===== src/design/lfs_pkg.sv =====
// Package of constants and carrier types for the LNB fault status block
package lfs_pkg;

  // ==========================================================
  // Status bit positions
  localparam int unsigned DIS_BIT   = 0;
  localparam int unsigned PUMP_BIT  = 1;
  localparam int unsigned OC_BIT    = 2;
  localparam int unsigned TRIM_BIT  = 3;
  localparam int unsigned LVL_BIT   = 4;
  localparam int unsigned UNUSED_BIT = 5;
  localparam int unsigned OT_BIT    = 6;
  localparam int unsigned UV_BIT    = 7;

  // ==========================================================
  // Reset values
  localparam logic [7:0] STATUS_RESET = 8'h81;

  // ==========================================================
  // Timing: overcurrent hold time and its cycle count at mclk
  localparam int unsigned CLK_HZ            = 10_000_000;
  localparam int unsigned OC_HOLD_TIME_MS   = 45;
  localparam longint unsigned OC_HOLD_CYCLES_L =
    (longint'(OC_HOLD_TIME_MS) * CLK_HZ) / 1000;
  localparam logic [31:0] OC_HOLD_CYCLES = OC_HOLD_CYCLES_L[31:0];

  // ==========================================================
  // Live sensed conditions from the analog side
  typedef struct packed {
    logic main_input_supply_low;
    logic internal_regulated_supply_low;
    logic over_threshold;
    logic overtemp;
    logic pump_above_boost_margin;
    logic level_out_wide;
    logic level_in_narrow;
    logic trim_locked;
  } lfs_sense_type;

  // ==========================================================
  // Read-side events from the serial port
  typedef struct packed {
    logic byte_loaded;
    logic byte_acked;
    logic read_abort;
  } lfs_read_type;

endpackage


===== src/design/lfs_sticky_bit.sv =====
// Sticky fault flag with read-qualified release
`timescale 1ns/1ps
module lfs_sticky_bit (
  // Clocking
  input  wire logic mclk,
  input  wire logic rst,
  input  wire logic ce,
  // Control
  input  wire logic rst_value,
  input  wire logic raise,
  input  wire logic release_ok,
  // State
  output logic      flag
);

  // ==========================================================
  // Set wins over release; release only when fault is gone
  always_ff @(posedge mclk) begin
    if (rst) begin
      flag <= rst_value; // Per-instance power-up level
    end else if (ce) begin
      if (raise) begin
        flag <= 1'b1;
      end else if (release_ok) begin
        flag <= 1'b0;
      end
    end
  end

endmodule


===== src/design/lfs_status.sv =====
// Fault status register, latches, interrupt and output gate
`timescale 1ns/1ps
module lfs_status (
  // Clocking
  input  wire logic                mclk,
  input  wire logic                rst,
  input  wire logic                ce,
  // Sensed conditions
  input  wire lfs_pkg::lfs_sense_type sense,
  // Control register enable bit
  input  wire logic                output_on_control,
  // Serial read events
  input  wire lfs_pkg::lfs_read_type rd,
  // Status byte and outputs
  output logic [7:0]               fault_status,
  output logic                     output_enable,
  output logic                     irq_n_o,
  output logic                     irq_n_oe
);

  // ==========================================================
  // Internal state
  logic        supply_low_fault;     // Latched undervoltage
  logic        overcurrent_fault;    // Latched overcurrent
  logic        overtemp_fault;       // Latched overtemperature
  logic        output_disabled_flag; // Registered disable, recomputed every cycle
  logic        output_level_bad;     // Hysteretic level flag
  logic        trim_lock_flag;       // Latched trim lock
  logic        irq_pending;          // Interrupt held low
  logic        read_armed;           // Byte on the wire, not yet acked
  logic [31:0] oc_count;             // Overcurrent persistence
  logic        oc_trip;              // Hold time exceeded
  logic        good_read;            // Acked full byte
  logic        uv_now;
  logic        pump_voltage_good;

  assign uv_now = sense.main_input_supply_low
                | sense.internal_regulated_supply_low;
  assign pump_voltage_good = sense.pump_above_boost_margin;
  assign good_read = read_armed & rd.byte_acked;

  // ==========================================================
  // Read tracking: byte loaded then acked; abort drops it
  always_ff @(posedge mclk) begin
    if (rst) begin
      read_armed <= 1'b0;
    end else if (ce) begin
      if (rd.byte_loaded) begin
        read_armed <= 1'b1;
      end else if (rd.read_abort | rd.byte_acked) begin
        read_armed <= 1'b0;
      end
    end
  end

  // ==========================================================
  // Overcurrent persistence counter
  always_ff @(posedge mclk) begin
    if (rst) begin
      oc_count <= 32'h0;
    end else if (ce) begin
      if (!sense.over_threshold | !output_enable) begin
        oc_count <= 32'h0;
      end else if (oc_count <= lfs_pkg::OC_HOLD_CYCLES) begin
        oc_count <= oc_count + 32'h1;
      end
    end
  end
  assign oc_trip = oc_count > lfs_pkg::OC_HOLD_CYCLES;

  // ==========================================================
  // Latched fault bits
  lfs_sticky_bit u_uv (
    .mclk       (mclk),
    .rst        (rst),
    .ce         (ce),
    .rst_value  (1'b1),
    .raise      (uv_now),
    .release_ok (good_read & ~uv_now),
    .flag       (supply_low_fault)
  );
  lfs_sticky_bit u_oc (
    .mclk       (mclk),
    .rst        (rst),
    .ce         (ce),
    .rst_value  (1'b0),
    .raise      (oc_trip),
    .release_ok (good_read & ~sense.over_threshold),
    .flag       (overcurrent_fault)
  );
  lfs_sticky_bit u_ot (
    .mclk       (mclk),
    .rst        (rst),
    .ce         (ce),
    .rst_value  (1'b0),
    .raise      (sense.overtemp),
    .release_ok (good_read & ~sense.overtemp),
    .flag       (overtemp_fault)
  );

  // ==========================================================
  // Output gate: enable ignored while latched faults stand
  assign output_enable = output_on_control & ~supply_low_fault
                       & ~overcurrent_fault & ~overtemp_fault
                       & pump_voltage_good & ~uv_now;

  // ==========================================================
  // Output-disabled flag, registered and recomputed every cycle
  always_ff @(posedge mclk) begin
    if (rst) begin
      output_disabled_flag <= 1'b1;
    end else if (ce) begin
      if (uv_now | supply_low_fault | oc_trip | overcurrent_fault
          | sense.overtemp | overtemp_fault | ~pump_voltage_good
          | ~output_on_control) begin
        output_disabled_flag <= 1'b1;
      end else begin
        output_disabled_flag <= 1'b0;
      end
    end
  end

  // ==========================================================
  // Output level flag with hysteresis, only while enabled
  always_ff @(posedge mclk) begin
    if (rst) begin
      output_level_bad <= 1'b0;
    end else if (ce) begin
      if (output_enable) begin
        if (sense.level_out_wide) begin
          output_level_bad <= 1'b1;
        end else if (sense.level_in_narrow) begin
          output_level_bad <= 1'b0;
        end
      end
    end
  end

  // ==========================================================
  // Trim lock latch, never released
  always_ff @(posedge mclk) begin
    if (rst) begin
      trim_lock_flag <= 1'b0;
    end else if (ce) begin
      if (sense.trim_locked) begin
        trim_lock_flag <= 1'b1;
      end
    end
  end

  // ==========================================================
  // Interrupt: only latching faults; released on acked read
  always_ff @(posedge mclk) begin
    if (rst) begin
      irq_pending <= 1'b1;
    end else if (ce) begin
      if (uv_now | oc_trip | sense.overtemp) begin
        irq_pending <= 1'b1;
      end else if (good_read) begin
        irq_pending <= 1'b0;
      end
    end
  end
  assign irq_n_o  = 1'b0;
  assign irq_n_oe = irq_pending;

  // ==========================================================
  // Status byte assembly
  always_comb begin
    fault_status = 8'h00;
    fault_status[lfs_pkg::DIS_BIT]  = output_disabled_flag;
    fault_status[lfs_pkg::PUMP_BIT] = pump_voltage_good;
    fault_status[lfs_pkg::OC_BIT]   = overcurrent_fault;
    fault_status[lfs_pkg::TRIM_BIT] = trim_lock_flag;
    fault_status[lfs_pkg::LVL_BIT]  = output_level_bad;
    fault_status[lfs_pkg::UNUSED_BIT] = 1'b0;
    fault_status[lfs_pkg::OT_BIT]   = overtemp_fault;
    fault_status[lfs_pkg::UV_BIT]   = supply_low_fault;
  end

endmodule


===== config.mk =====
export PLATFORM = sky130hd
export DESIGN_NAME = lfs_status
export DESIGN_NICKNAME = d
export VERILOG_FILES = /design/src/design/lfs_pkg.sv /design/src/design/lfs_sticky_bit.sv /design/src/design/lfs_status.sv
export SDC_FILE = /design/constraint.sdc
export NUM_CORES = 1
export LEC_CHECK = 0
export ABC_AREA = 1
export ABC_CLOCK_PERIOD_IN_PS = 2000
export BUFFER_PORTS_ARGS = -buffer_cell sky130_fd_sc_hd__buf_4
export CORE_ASPECT_RATIO = 1.75
export CORE_MARGIN = 2
export CORE_UTILIZATION = 55
export CTS_CLUSTER_DIAMETER = 60
export CTS_CLUSTER_SIZE = 30
export DETAILED_ROUTE_END_ITERATION = 10
export PLACE_DENSITY = 0.76
export SETUP_SLACK_MARGIN = 0.3
export SLEW_MARGIN = 10
export SYNTH_ARGS = -nofsm -noshare
export SYNTH_HDL_FRONTEND = slang
export SYNTH_HIERARCHICAL = 1
export SYNTH_SLANG_ARGS = --single-unit

===== constraint.sdc =====
create_clock -name mclk -period 2 [get_ports mclk]
set_input_delay 0 -clock mclk [delete_from_list [all_inputs] [get_ports mclk]]
set_output_delay 0 -clock mclk [all_outputs]
set_load 0.03 [all_outputs]

Yosys cells after proc, flatten, opt, wreduce, memory -nomap -nowiden
Index checks and enable logic that the tools add are counted.

Register bits: 40. Word-level logic and storage cells: 73. Output and inout port bits: 11. Input bits: 15.

Bitwise gates (word level): 29. Multiplexer cells: 15. $add $sub $neg: 1. Reduce and logical (&&, ||, !) cells: 17. Magnitude comparators: 2.

Operator list (count): $mux 32 (2); $add 32x1->32 const B (1); $gt 32x19->1 const B (1); $le 32x19->1 const B (1); $reduce_and 2->1 (7); $reduce_bool 2->1 (7); $mux 1 (13); $or 1x1->1 (12); $and 1x1->1 (9); $not 1->1 (8); $reduce_and 3->1 (1); $logic_not 1->1 (2).

Logic depth before layout (Yosys ltp)
Gate-level depths: netlist of run 1.

Word-level depth: 10. Mapped depth: 12.

Cells and area by module
Netlist of run 1, hierarchy kept.

Modules (own cells, without submodules): lfs_status (cells each 325, seq. area each 740.7 µm², area an instance 2100.8 µm², times used 1); lfs_sticky_bit (cells each 7, seq. area each 30.0 µm², area an instance 53.8 µm², times used 3).

Least setup slack after synthesis of run 1
Ideal clock, no wire load.

Path type: register -> register. Start: register u_oc.flag. End: register oc_count[9]. Required time: 1930 ps. Data arrival time: 1595 ps. Slack: 334 ps. Stages on the path, launching flop included: 11. Path buffers: 1. Path through: edfxtp_1 nor2_1 nand4_1 nor2_4 nand2_2 inv_2 nand3_4 nand2_4 buf_6 nand2_1 a21oi_1.

Cells in the longest elaborated chain, start to end: 9. Elaborated cells on any way between the ends: 10. Those cells by class: 1 x mux; 6 x bitwise; 3 x reduce/logical.

Ends and longest elaborated chain: from (decl) (line lfs_sticky_bit.sv:13) `output logic flag`; from (signal assigned) (line lfs_sticky_bit.sv:20) `flag <= rst_value;`; $not 1->1 (*) (line lfs_status.sv:104) `& ~overcurrent_fault & ~overtemp_fault`; $and 1x1->1 (*) (2 in series) (line lfs_status.sv:104); $and 1x1->1 (*) (2 in series) (line lfs_status.sv:105) `& pump_voltage_good & ~uv_now;`; via output_enable (line lfs_status.sv:16) `output logic output_enable,`; $logic_not 1->1 (*) (line lfs_status.sv:62) `if (!sense.over_threshold | !output_enable) begin`; $or 1x1->1 (*) (line lfs_status.sv:62); $reduce_bool 2->1 (no source line); $reduce_and 2->1 (no source line); to (signal assigned) (line lfs_status.sv:65) `oc_count <= oc_count + 32'h1;`; to (decl) (line lfs_status.sv:31) `logic [31:0] oc_count;`.

Mark *: on every way through the listed nets, which the timed path passes. The rest lies on a longest branch. A chain may end at the register's enable or synchronous reset.

Worst setup path after layout of run 1
Start: register oc_count[10]. End: register u_oc.flag (enable).

Cells in the longest elaborated chain, start to end: 3.

Ends and longest elaborated chain: $gt 32x19->1 (line lfs_status.sv:69) `assign oc_trip = oc_count > lfs_pkg::OC_HOLD_CYCLES;`; via oc_trip (line lfs_status.sv:32) `logic oc_trip;`; $reduce_bool 2->1 (no source line); $reduce_and 2->1 (no source line).

The timed path passes the listed nets, and every way through them passes these cells.

==> metrics, run 1 <==
RSZ-0062 raised after global routing true; FP Rows 30; P_leak around 0.001 uW; GR met3 Demand/Resource 3.547%; vias per cell approximately 5.3; area delta synth->final 19.03%; clock skew 9.297 ps; post-synthesis cell count 346; failing checks hold timing; Synth area leaders dfxtp_1, nand2_1, nor2_1; Initial Utilization roughly 58%; slowest stage cell, crit path dfxtp_1; Max Transition Viols Final 0; Die Wd around 52 um; status complete, but fails checks; most used routing layer met2; Worst-Skew Late Latency about 300 ps; Multi-input gate area between 1000 and 1500 sq um; Port Buffer Count 23; CP required slightly above 2000 ps; fmax between 600 and 700 MHz; WL per Instance 13.22 um; Peak VDD IR 0.0005994 V; H-tree Lvls 2; crit-path cells nand2_2 -> inv_1 -> nand2_1 -> nor2_1 -> nand3_1 -> nand3_2 -> nand2_2 -> inv_1 -> o21ai_1 -> nand2_1; GRT Total Usage between 20 and 30%; root buffer cell clkbuf_8; Avg Inst Size Synth 6.538 sq um; Antenna diodes 0; total iterations of the first detailed-routing run 4; library cells used by synthesis 27; TritonCTS clock tree done; highest-count cells in the layout ignoring fill and taps nand2_1, nor2_1, nand3_1, inv_1, buf_4; aggregate global routing overflow 0; largest area contributor in the netlist dfxtp_1; register area share after synthesis between 30% and 40%; kind of start point of the critical path flip-flop; worst setup slack after layout between 300 and 400 ps; final HPWL from detailed placement ~3800 um; Sink Count 40; DRC 0; total CTS buffers 5; total of max-cap violations 0; DP Worst Slack 176.7 ps; Min Hold Slack -1.687 ps; met1 Use GR 25.56%; I/O pin total 26; Ys Warns 6; Crit path arrival time 1650 ps; crit path max fanout 5; CP top delay family simple AND/OR/NAND/NOR gates; Post-Route WL around 5500 um; Nets 387; synthesized area between 2000 and 2500 sq um; slowest stage delay, CP between 400 and 500 ps; initial DRC count 36; pwr/cell area between 500 and 600 nW/um^2; Top FF cell, synth dfxtp_1; final setup fails 0; Async SR Flop Fraction 0%; clk slew on worst S/H paths ~80 ps; via count between 2000 and 2500; vias in the first global route ~2000; min cycle time layout between 1500 and 2000 ps; largest net degree at the start of global routing between 40 and 50; GRT met2 Usage between 40% and 50%; total chip power 1586 uW; Final period util approximately four fifths; CP Buf/Inv Count 2; share of cells above drive strength 1 19.95%; Worst Hold Class input pin to flip-flop; setup TNS 0 ps; Max Buffers Root-to-Sink 2; first-pass GRT wire length between 8000 and 9000 um; Die Y approximately 89 um; Synth top area share approximately a third; most common cell after layout, fill and taps aside nand2_1; register area approximately 850 sq um; number of synthesized register bits 40; gpl congestion around 0.9; die area about 4700 sq um; final-layout fill cell count roughly 340; number of enable flip-flop cells after synthesis 3; Fin. Hold Viols 1; Crit Path Class flip-flop to flip-flop; Placeable Area between 3000 and 4000 sq um; Worst setup EP type flip-flop; post-route ant nets 0; initial antenna violation count 0
logic make-up (layout without fill, tap and decap cells):
logic type	count (synthesis)	in the layout	synth area share, %
AND/OR/NAND/NOR	207	207	38.88
other	2	5	0.3320
adder cells (fa/ha/maj)	2	2	1.106
AO/OA/AOI/OAI	32	32	7.190
flip-flops	40	40	36.73
buffers and inverters	50	72	10.73
XOR/XNOR	13	13	5.033
synthesized netlist by cell type (all sizes together) (5+ instances only):
| master | n |
|---|---|
| nand2 | 90 |
| nor2 | 70 |
| dfxtp | 37 |
| nand3 | 34 |
| inv | 29 |
| a21oi | 23 |
| buf | 14 |
| xor2 | 10 |
| nor3 | 8 |
| o21ai | 8 |
| clkbuf | 7 |
| nand4 | 5 |
worst min-delay path: stages:
cell and delay (ps):
buf_4 80, o21ai_0 70, nand2_1 60, a21oi_1 50
state kept, by name (all words and copies together), names as in the netlist:
name and cells:
oc_count 32, irq_n_oe 1, output_disabled_flag 1, output_level_bad 1, read_armed 1, trim_lock_flag 1
u_oc/flag 1, u_ot/flag 1, u_uv/flag 1
per-layer routing:
| metal | vias up | wire length [um] |
|---|---|---|
| met3 | 16 | 234 |
| li1 | 1129 | - |
| met2 | 60 | 2989 |
| met5 | - | 0 |
| met1 | 1008 | 2078 |
| met4 | 0 | 237 |
layout make-up:
class                           count  area share, %
Clock inverter                      2         0.4647
Tap cell                           48          2.230
Timing Repair Buffer               35          10.97
Inverter                           29          4.136
Sequential cell                    40          31.69
Clock buffer                        6          3.485
Multi-Input combinational cell    259          47.03
repair_timing:
action	in CTS	in global routing
pin swaps	0	4
setup buffers	0	4
setup endpoints to repair	20	28
endpoints found under the hold margin	5	0
resized for setup	8	29
hold buffers	5	0
cloned	0	0
final timing paths:
kind                       end  slack [ps]  depth (start not counted)    startpoint
setup reg to reg     u_oc/flag         370                         10  oc_count[10]
setup / recovery     u_oc/flag         370                         10  oc_count[10]
hold / removal      read_armed          -2                          4         rd[0]
hold reg to reg   oc_count[27]         440                          2  oc_count[27]
report_power, final:
part	switching [uW]	internal (uW)
registers	8.29	815
logic	92.1	58.3
clock network	293	319
stage by stage:
step / utilization, % / hold WS (ps) / std cells / instance area, sq um
finish: 68.97 / -1.687 / 419 / 2693
CTS: 65.90 / 25.21 / 415 / 2572
global route: 68.97 / 19.11 / 419 / 2693
global placement: 61.35 / 228.6 / 402 / 2395
floorplan: - / 131.7 / 349 / 2273
detailed placement: 61.35 / 226.4 / 402 / 2395
(Power assumes the default switching activity.)
==> run 2: changes to the inputs <==
--- a/config.mk
+++ b/config.mk
@@ -5,16 +5,16 @@
 export SDC_FILE = /design/constraint.sdc
 export NUM_CORES = 1
 export LEC_CHECK = 0
-export ABC_AREA = 1
-export ABC_CLOCK_PERIOD_IN_PS = 2000
+export ABC_AREA = 0
+export ABC_CLOCK_PERIOD_IN_PS = 1460
 export BUFFER_PORTS_ARGS = -buffer_cell sky130_fd_sc_hd__buf_4
 export CORE_ASPECT_RATIO = 1.75
 export CORE_MARGIN = 2
-export CORE_UTILIZATION = 55
+export CORE_UTILIZATION = 51
 export CTS_CLUSTER_DIAMETER = 60
 export CTS_CLUSTER_SIZE = 30
 export DETAILED_ROUTE_END_ITERATION = 10
-export PLACE_DENSITY = 0.76
+export PLACE_DENSITY = 0.75
 export SETUP_SLACK_MARGIN = 0.3
 export SLEW_MARGIN = 10
 export SYNTH_ARGS = -nofsm -noshare
==> constraint.sdc (replaced) <==
create_clock -name mclk -period 1.46 [get_ports mclk]
set_input_delay 0 -clock mclk [delete_from_list [all_inputs] [get_ports mclk]]
set_output_delay 0 -clock mclk [all_outputs]
set_load 0.03 [all_outputs]
==> metrics, run 2 <==
status complete, but fails checks; failing checks setup timing; via count 2229 (+0.72%); I/O pin total 26 (unchanged); max reg flops 32 (unchanged); highest-count cells in the layout ignoring fill and taps buf_4, dfxtp_1, nor2_1, buf_6, nand2_1; Top FF cell, synth dfxtp_1; CP required 1690 ps (-330 ps); Fin. Hold Viols 0 (-1); Max Buffers Root-to-Sink 2 (unchanged); Initial Utilization 53.69% (-4.3 points); largest net degree at the start of global routing 17 (-60%); Worst setup EP type flip-flop; worst setup slack after layout -730.4 ps (-1105 ps); most common cell after layout, fill and taps aside buf_4; total iterations of the first detailed-routing run 4 (unchanged); Min Hold Slack 68.89 ps (+70.58 ps); Nets 320 (-17%); DRC 0 (unchanged); RSZ-0062 raised after global routing true; area delta synth->final 61.34%; final setup fails 38 (+38); Die Wd 50.72 um (-3.4%); GRT Total Usage 27.57% (+2.4 points); vias per cell 6.369 (+21%); Crit path arrival time 2420 ps (+770 ps); Die Y 85.76 um (-3.5%); Post-Route WL 7899 um (+43%); Ys Warns 6 (unchanged); Port Buffer Count 23 (unchanged); Worst-Skew Late Latency 310 ps (about the same); root buffer cell clkbuf_8; Final period util 150.0% (+69 points); die area 4350 sq um (-6.7%); largest register by flop count oc_count; Avg Inst Size Synth 8.896 sq um (+36%); number of enable flip-flop cells after synthesis 3 (unchanged); library cells used by synthesis 47 (+74%); total of max-cap violations 0 (unchanged); first-pass GRT wire length 9011 um (+3.3%); vias in the first global route 2011 (-1.8%); initial antenna violation count 1 (+1); clk slew on worst S/H paths 90 ps (about the same); register area share after synthesis 42.65% (+5.9 points); synthesized area 1948 sq um (-14%); post-synthesis cell count 219 (-37%); crit path max fanout 12 (+7); Crit Path Class flip-flop to flip-flop; Max Transition Viols Final 0 (unchanged); Peak VDD IR 0.001099 V (+83%); total CTS buffers 5 (unchanged); post-route ant nets 0 (unchanged); gpl congestion 0.8813 (-4.9%); Async SR Flop Fraction 0% (unchanged); setup TNS -15380 ps (-15380 ps); Synth top area share 38.02% (+5.3 points); min cycle time layout 2190 ps (+565.0 ps); number of synthesized register bits 40 (unchanged); kind of start point of the critical path flip-flop; aggregate global routing overflow 0 (unchanged); top-count cell post-synth dfxtp_1; fmax 456.5 MHz (-26%); pwr/cell area 759.2 nW/um^2 (+29%); Synth top cells by count dfxtp_1, a21oi_1, nor2_1; largest area contributor in the netlist dfxtp_1; Worst Hold Class input pin to flip-flop; fin util 86.62% (+18 points); initial DRC count 129 (+260%); clock skew 14.32 ps (+5.021 ps); final HPWL from detailed placement 3524 um (-7.0%); P_leak 0.001169 uW (+17%); H-tree Lvls 2 (unchanged); Sink Count 40 (unchanged); Synth area leaders dfxtp_1, a21oi_1, edfxtp_1; Antenna diodes 0 (unchanged); WL per Instance 22.57 um (+71%); share of cells above drive strength 1 50.66% (+31 points); Placeable Area 3628 sq um (-7.1%); TritonCTS clock tree done; FP Rows 29 (-3.3%)
-- run 2: layout make-up --
cell class	count	area, sq um
clock buffers	5	68.82
clock inverters	3	45.04
fillers	163	485.5
inverters	8	30.03
multi-input cells	159	1301
flip-flops and latches	40	852.1
well taps	46	57.56
repair buffers	89	788.3
-- run 2: worst paths after layout --
kind / from / to / slack, ps / cells past startpoint
setup / recovery: oc_count[14] / oc_count[15] / -730 / 7
hold / removal: rd[0] / read_armed / 70 / 4
setup reg to reg: oc_count[14] / oc_count[15] / -730 / 7
hold reg to reg: oc_count[28] / oc_count[28] / 480 / 1
-- run 2: cell families after synthesis --
kind of cell	count (synthesis)	synth area share [%]
DFF	40	42.65
muxes	5	3.340
xor gates and xnor gates	2	0.8993
other	2	0.3855
buffers and inverters	23	7.129
and+or+nand+nor	97	28.58
AOI/OAI and AO/OA	48	15.74
adders and majority gates	2	1.284
-- run 2: timing repair --
action	4_1_cts	5_1_grt
hold buffers	5	0
setup buffers	4	8
hold endpoints to repair	4	0
setup endpoints to repair	38	38
pin swaps	14	23
resized for setup	21	62
cloned	2	1
-- run 2: routing by layer --
metal	wire (um)	part of all wire, %	GRT usage, %	vias to the layer above
li1	-	-	-	954
met1	2626	33	26.61	1083
met2	4175	53	54.19	136
met3	555	7.0	5.401	54
met4	528	6.7	11.55	2
met5	13	0.16	0	-
-- run 2: power by group --
group	switching [uW]	total [uW]	internal, uW
Combinational	150	289	140
Clock	459	977	517
Sequential	9.32	1120	1110
-- run 2: critical path, cell delays in order (launching register included) --
cell and delay (ps):
dfxtp_1 450, nand4bb_4 160, or3_4 370, o221ai_4 230, nand2_4 100, buf_12 160, or4b_1 470, a21oi_1 180
-- run 2: stage by stage --
step                      power, uW  setup slack, ps  instance area, sq um  instances
after floorplan                1271           -423.0                  1973        222
after global placement         1357           -522.7                  2464        322
after detailed placement       1361           -630.3                  2464        322
after CTS                      2311           -568.4                  2783        341
after global routing           2438           -774.5                  3143        350
final                          2386           -730.4                  3143        350
==> run 3: changes to the inputs <==
--- a/config.mk
+++ b/config.mk
@@ -15,7 +15,7 @@
 export CTS_CLUSTER_SIZE = 30
 export DETAILED_ROUTE_END_ITERATION = 10
 export PLACE_DENSITY = 0.75
-export SETUP_SLACK_MARGIN = 0.3
+export SETUP_SLACK_MARGIN = 0.15
 export SLEW_MARGIN = 10
 export SYNTH_ARGS = -nofsm -noshare
 export SYNTH_HDL_FRONTEND = slang
==> metrics, run 3 (synthesis gave the netlist of run 2 again) <==
status complete, but fails checks; failing checks setup timing; Clock Power Share 40.7% (-0.2 points); area delta synth->final 60.50%; Die Wd 50.72 um (unchanged); Max Buffers Root-to-Sink 2 (unchanged); initial DRC count 134 (+3.9%); via count 2168 (-2.7%); max reg flops 32 (unchanged); Antenna diodes 0 (unchanged); final setup fails 38 (unchanged); I/O pin total 26 (unchanged); setup TNS -15050 ps (+333.7 ps); FP Rows 29 (unchanged); first-pass GRT wire length 9018 um (about the same); Nets 321 (+0.31%); Net Sw Power 611.8 uW (-1.1%); vias per cell 6.177 (-3.0%); Final period util 144.8% (-5.2 points); min cycle time layout 2115 ps (-75.60 ps); Min Hold Slack 55.68 ps (-13.21 ps); RSZ-0062 raised after global routing true; total of max-cap violations 0 (unchanged); aggregate global routing overflow 0 (unchanged); Placed Instances 322 (unchanged); total CTS buffers 5 (unchanged); DRC 0 (unchanged); R2R depth 8 (+1); Worst Hold Class input pin to flip-flop; initial antenna violation count 0 (-1); root buffer cell clkbuf_8; H-tree Lvls 2 (unchanged); Post-Route WL 7479 um (-5.3%); crit path max fanout 12 (unchanged); post-route ant nets 0 (unchanged); kind of start point of the critical path flip-flop; highest-count cells in the layout ignoring fill and taps buf_4, dfxtp_1, nor2_1, nand2_1; Die Y 85.76 um (unchanged); Initial Utilization 53.69% (unchanged); worst hold stages 4 (unchanged); Fin. Hold Viols 0 (unchanged); Port Buffer Count 23 (unchanged); internal power 1766 uW (-0.14%); Placeable Area 3628 sq um (unchanged); final HPWL from detailed placement 3524 um (unchanged); Max Transition Viols Final 0 (unchanged); largest net degree at the start of global routing 17 (unchanged); GRT Total Usage 27.46% (-0.11 points); share of cells above drive strength 1 49.84% (-0.82 points); pwr/cell area 760.3 nW/um^2 (+0.14%); reg2reg start oc_count[16]; most common cell after layout, fill and taps aside buf_4; CP required 1670 ps (-20 ps); Worst-Skew Late Latency 310 ps (about the same); Flop pwr share 47.1% (+0.2 points); Hold Path End output_level_bad; worst setup slack after layout -654.8 ps (+75.60 ps); total iterations of the first detailed-routing run 4 (unchanged); Peak VDD IR 0.001151 V (+4.7%); WL per Instance 21.31 um (-5.6%); vias in the first global route 2025 (+0.70%); Crit Path Class flip-flop to flip-flop; DP Worst Slack -630.3 ps (unchanged); Combinational Power Share 12.2% (about the same); fin cells 351 (+0.29%); R2R Path End oc_count[13]; gpl congestion 0.8813 (unchanged); HP Start sense[1]; largest register by flop count oc_count; flop-to-flop setup slack -650 ps (+80 ps); Sink Count 40 (unchanged); Worst setup EP type flip-flop; Final Cell Area 3127 sq um (-0.52%); sw frac 25.73% (-0.18 points); TritonCTS clock tree done; die area 4350 sq um (unchanged); clk slew on worst S/H paths 80 ps (about the same); Placed Area 2464 sq um (unchanged); fmax 472.9 MHz (+3.6%); Crit path arrival time 2330 ps (-90 ps); P_leak 0.001168 uW (about the same); clock skew 4.053 ps (-10.27 ps)
==> run 3: layout make-up <==
cell class | instances | area, sq um
inverter | 8 | 30.03
sequential | 40 | 852.1
clock inverter | 3 | 45.04
fill | 163 | 501.7
tap | 46 | 57.56
timing repair buffer | 90 | 775.7
multi-input combinational | 159 | 1297
clock buffer | 5 | 68.82
==> run 3: how the worst max path moves through the flow <==
stage | startpoint | to | slack (ps) | depth (start not counted)
final | oc_count[16] | oc_count[13] | -650 | 8
after global placement | oc_count[15] | oc_count[10] | -520 | 7
after global routing | oc_count[16] | oc_count[10] | -690 | 7
after floorplan | oc_count[13] | oc_count[13] | -420 | 8
after detailed placement | oc_count[15] | oc_count[12] | -630 | 7
after CTS | oc_count[10] | oc_count[15] | -570 | 7
==> run 3: per-layer routing <==
layer | vias up | global-route usage [%] | part of all wire, %
met1 | 1075 | 26.61 | 35
met5 | - | 0 | 0
li1 | 960 | - | -
met2 | 102 | 52.87 | 54
met3 | 31 | 5.052 | 5.4
met4 | 0 | 14.00 | 5.4
==> run 3: repair_timing <==
action / in CTS / in global routing
hold buffers: 7 / 0
buffers inserted: 4 / 8
gates resized for setup: 21 / 60
pin swaps: 14 / 22
gates cloned: 2 / 0
endpoints found under the setup margin: 38 / 38
endpoints found under the hold margin: 4 / 0
==> run 3: critical path, cell delays in order (launching register included) <==
cell and delay, ps:
dfxtp_1 330, nand4bb_4 250, or3_4 370, o221ai_4 200, nand2_4 90, buf_4 160, buf_16 150, o31a_1 260
o21a_1 190
==> run 3: power groups by stage <==
stage	combinational (uW)	sequential, uW	clock, uW
6_report	289	1120	968
5_1_grt	299	1120	1000
4_1_cts	251	1130	938
3_5_place_dp	208	1150	0
3_3_place_gp	205	1150	0
2_1_floorplan	118	1150	0
==> run 3: metrics by stage <==
step	power [uW]	utilization, %
floorplan	1271	-
global placement	1357	67.90
detailed placement	1361	67.90
CTS	2316	77.24
global route	2423	86.17
finish	2377	86.17
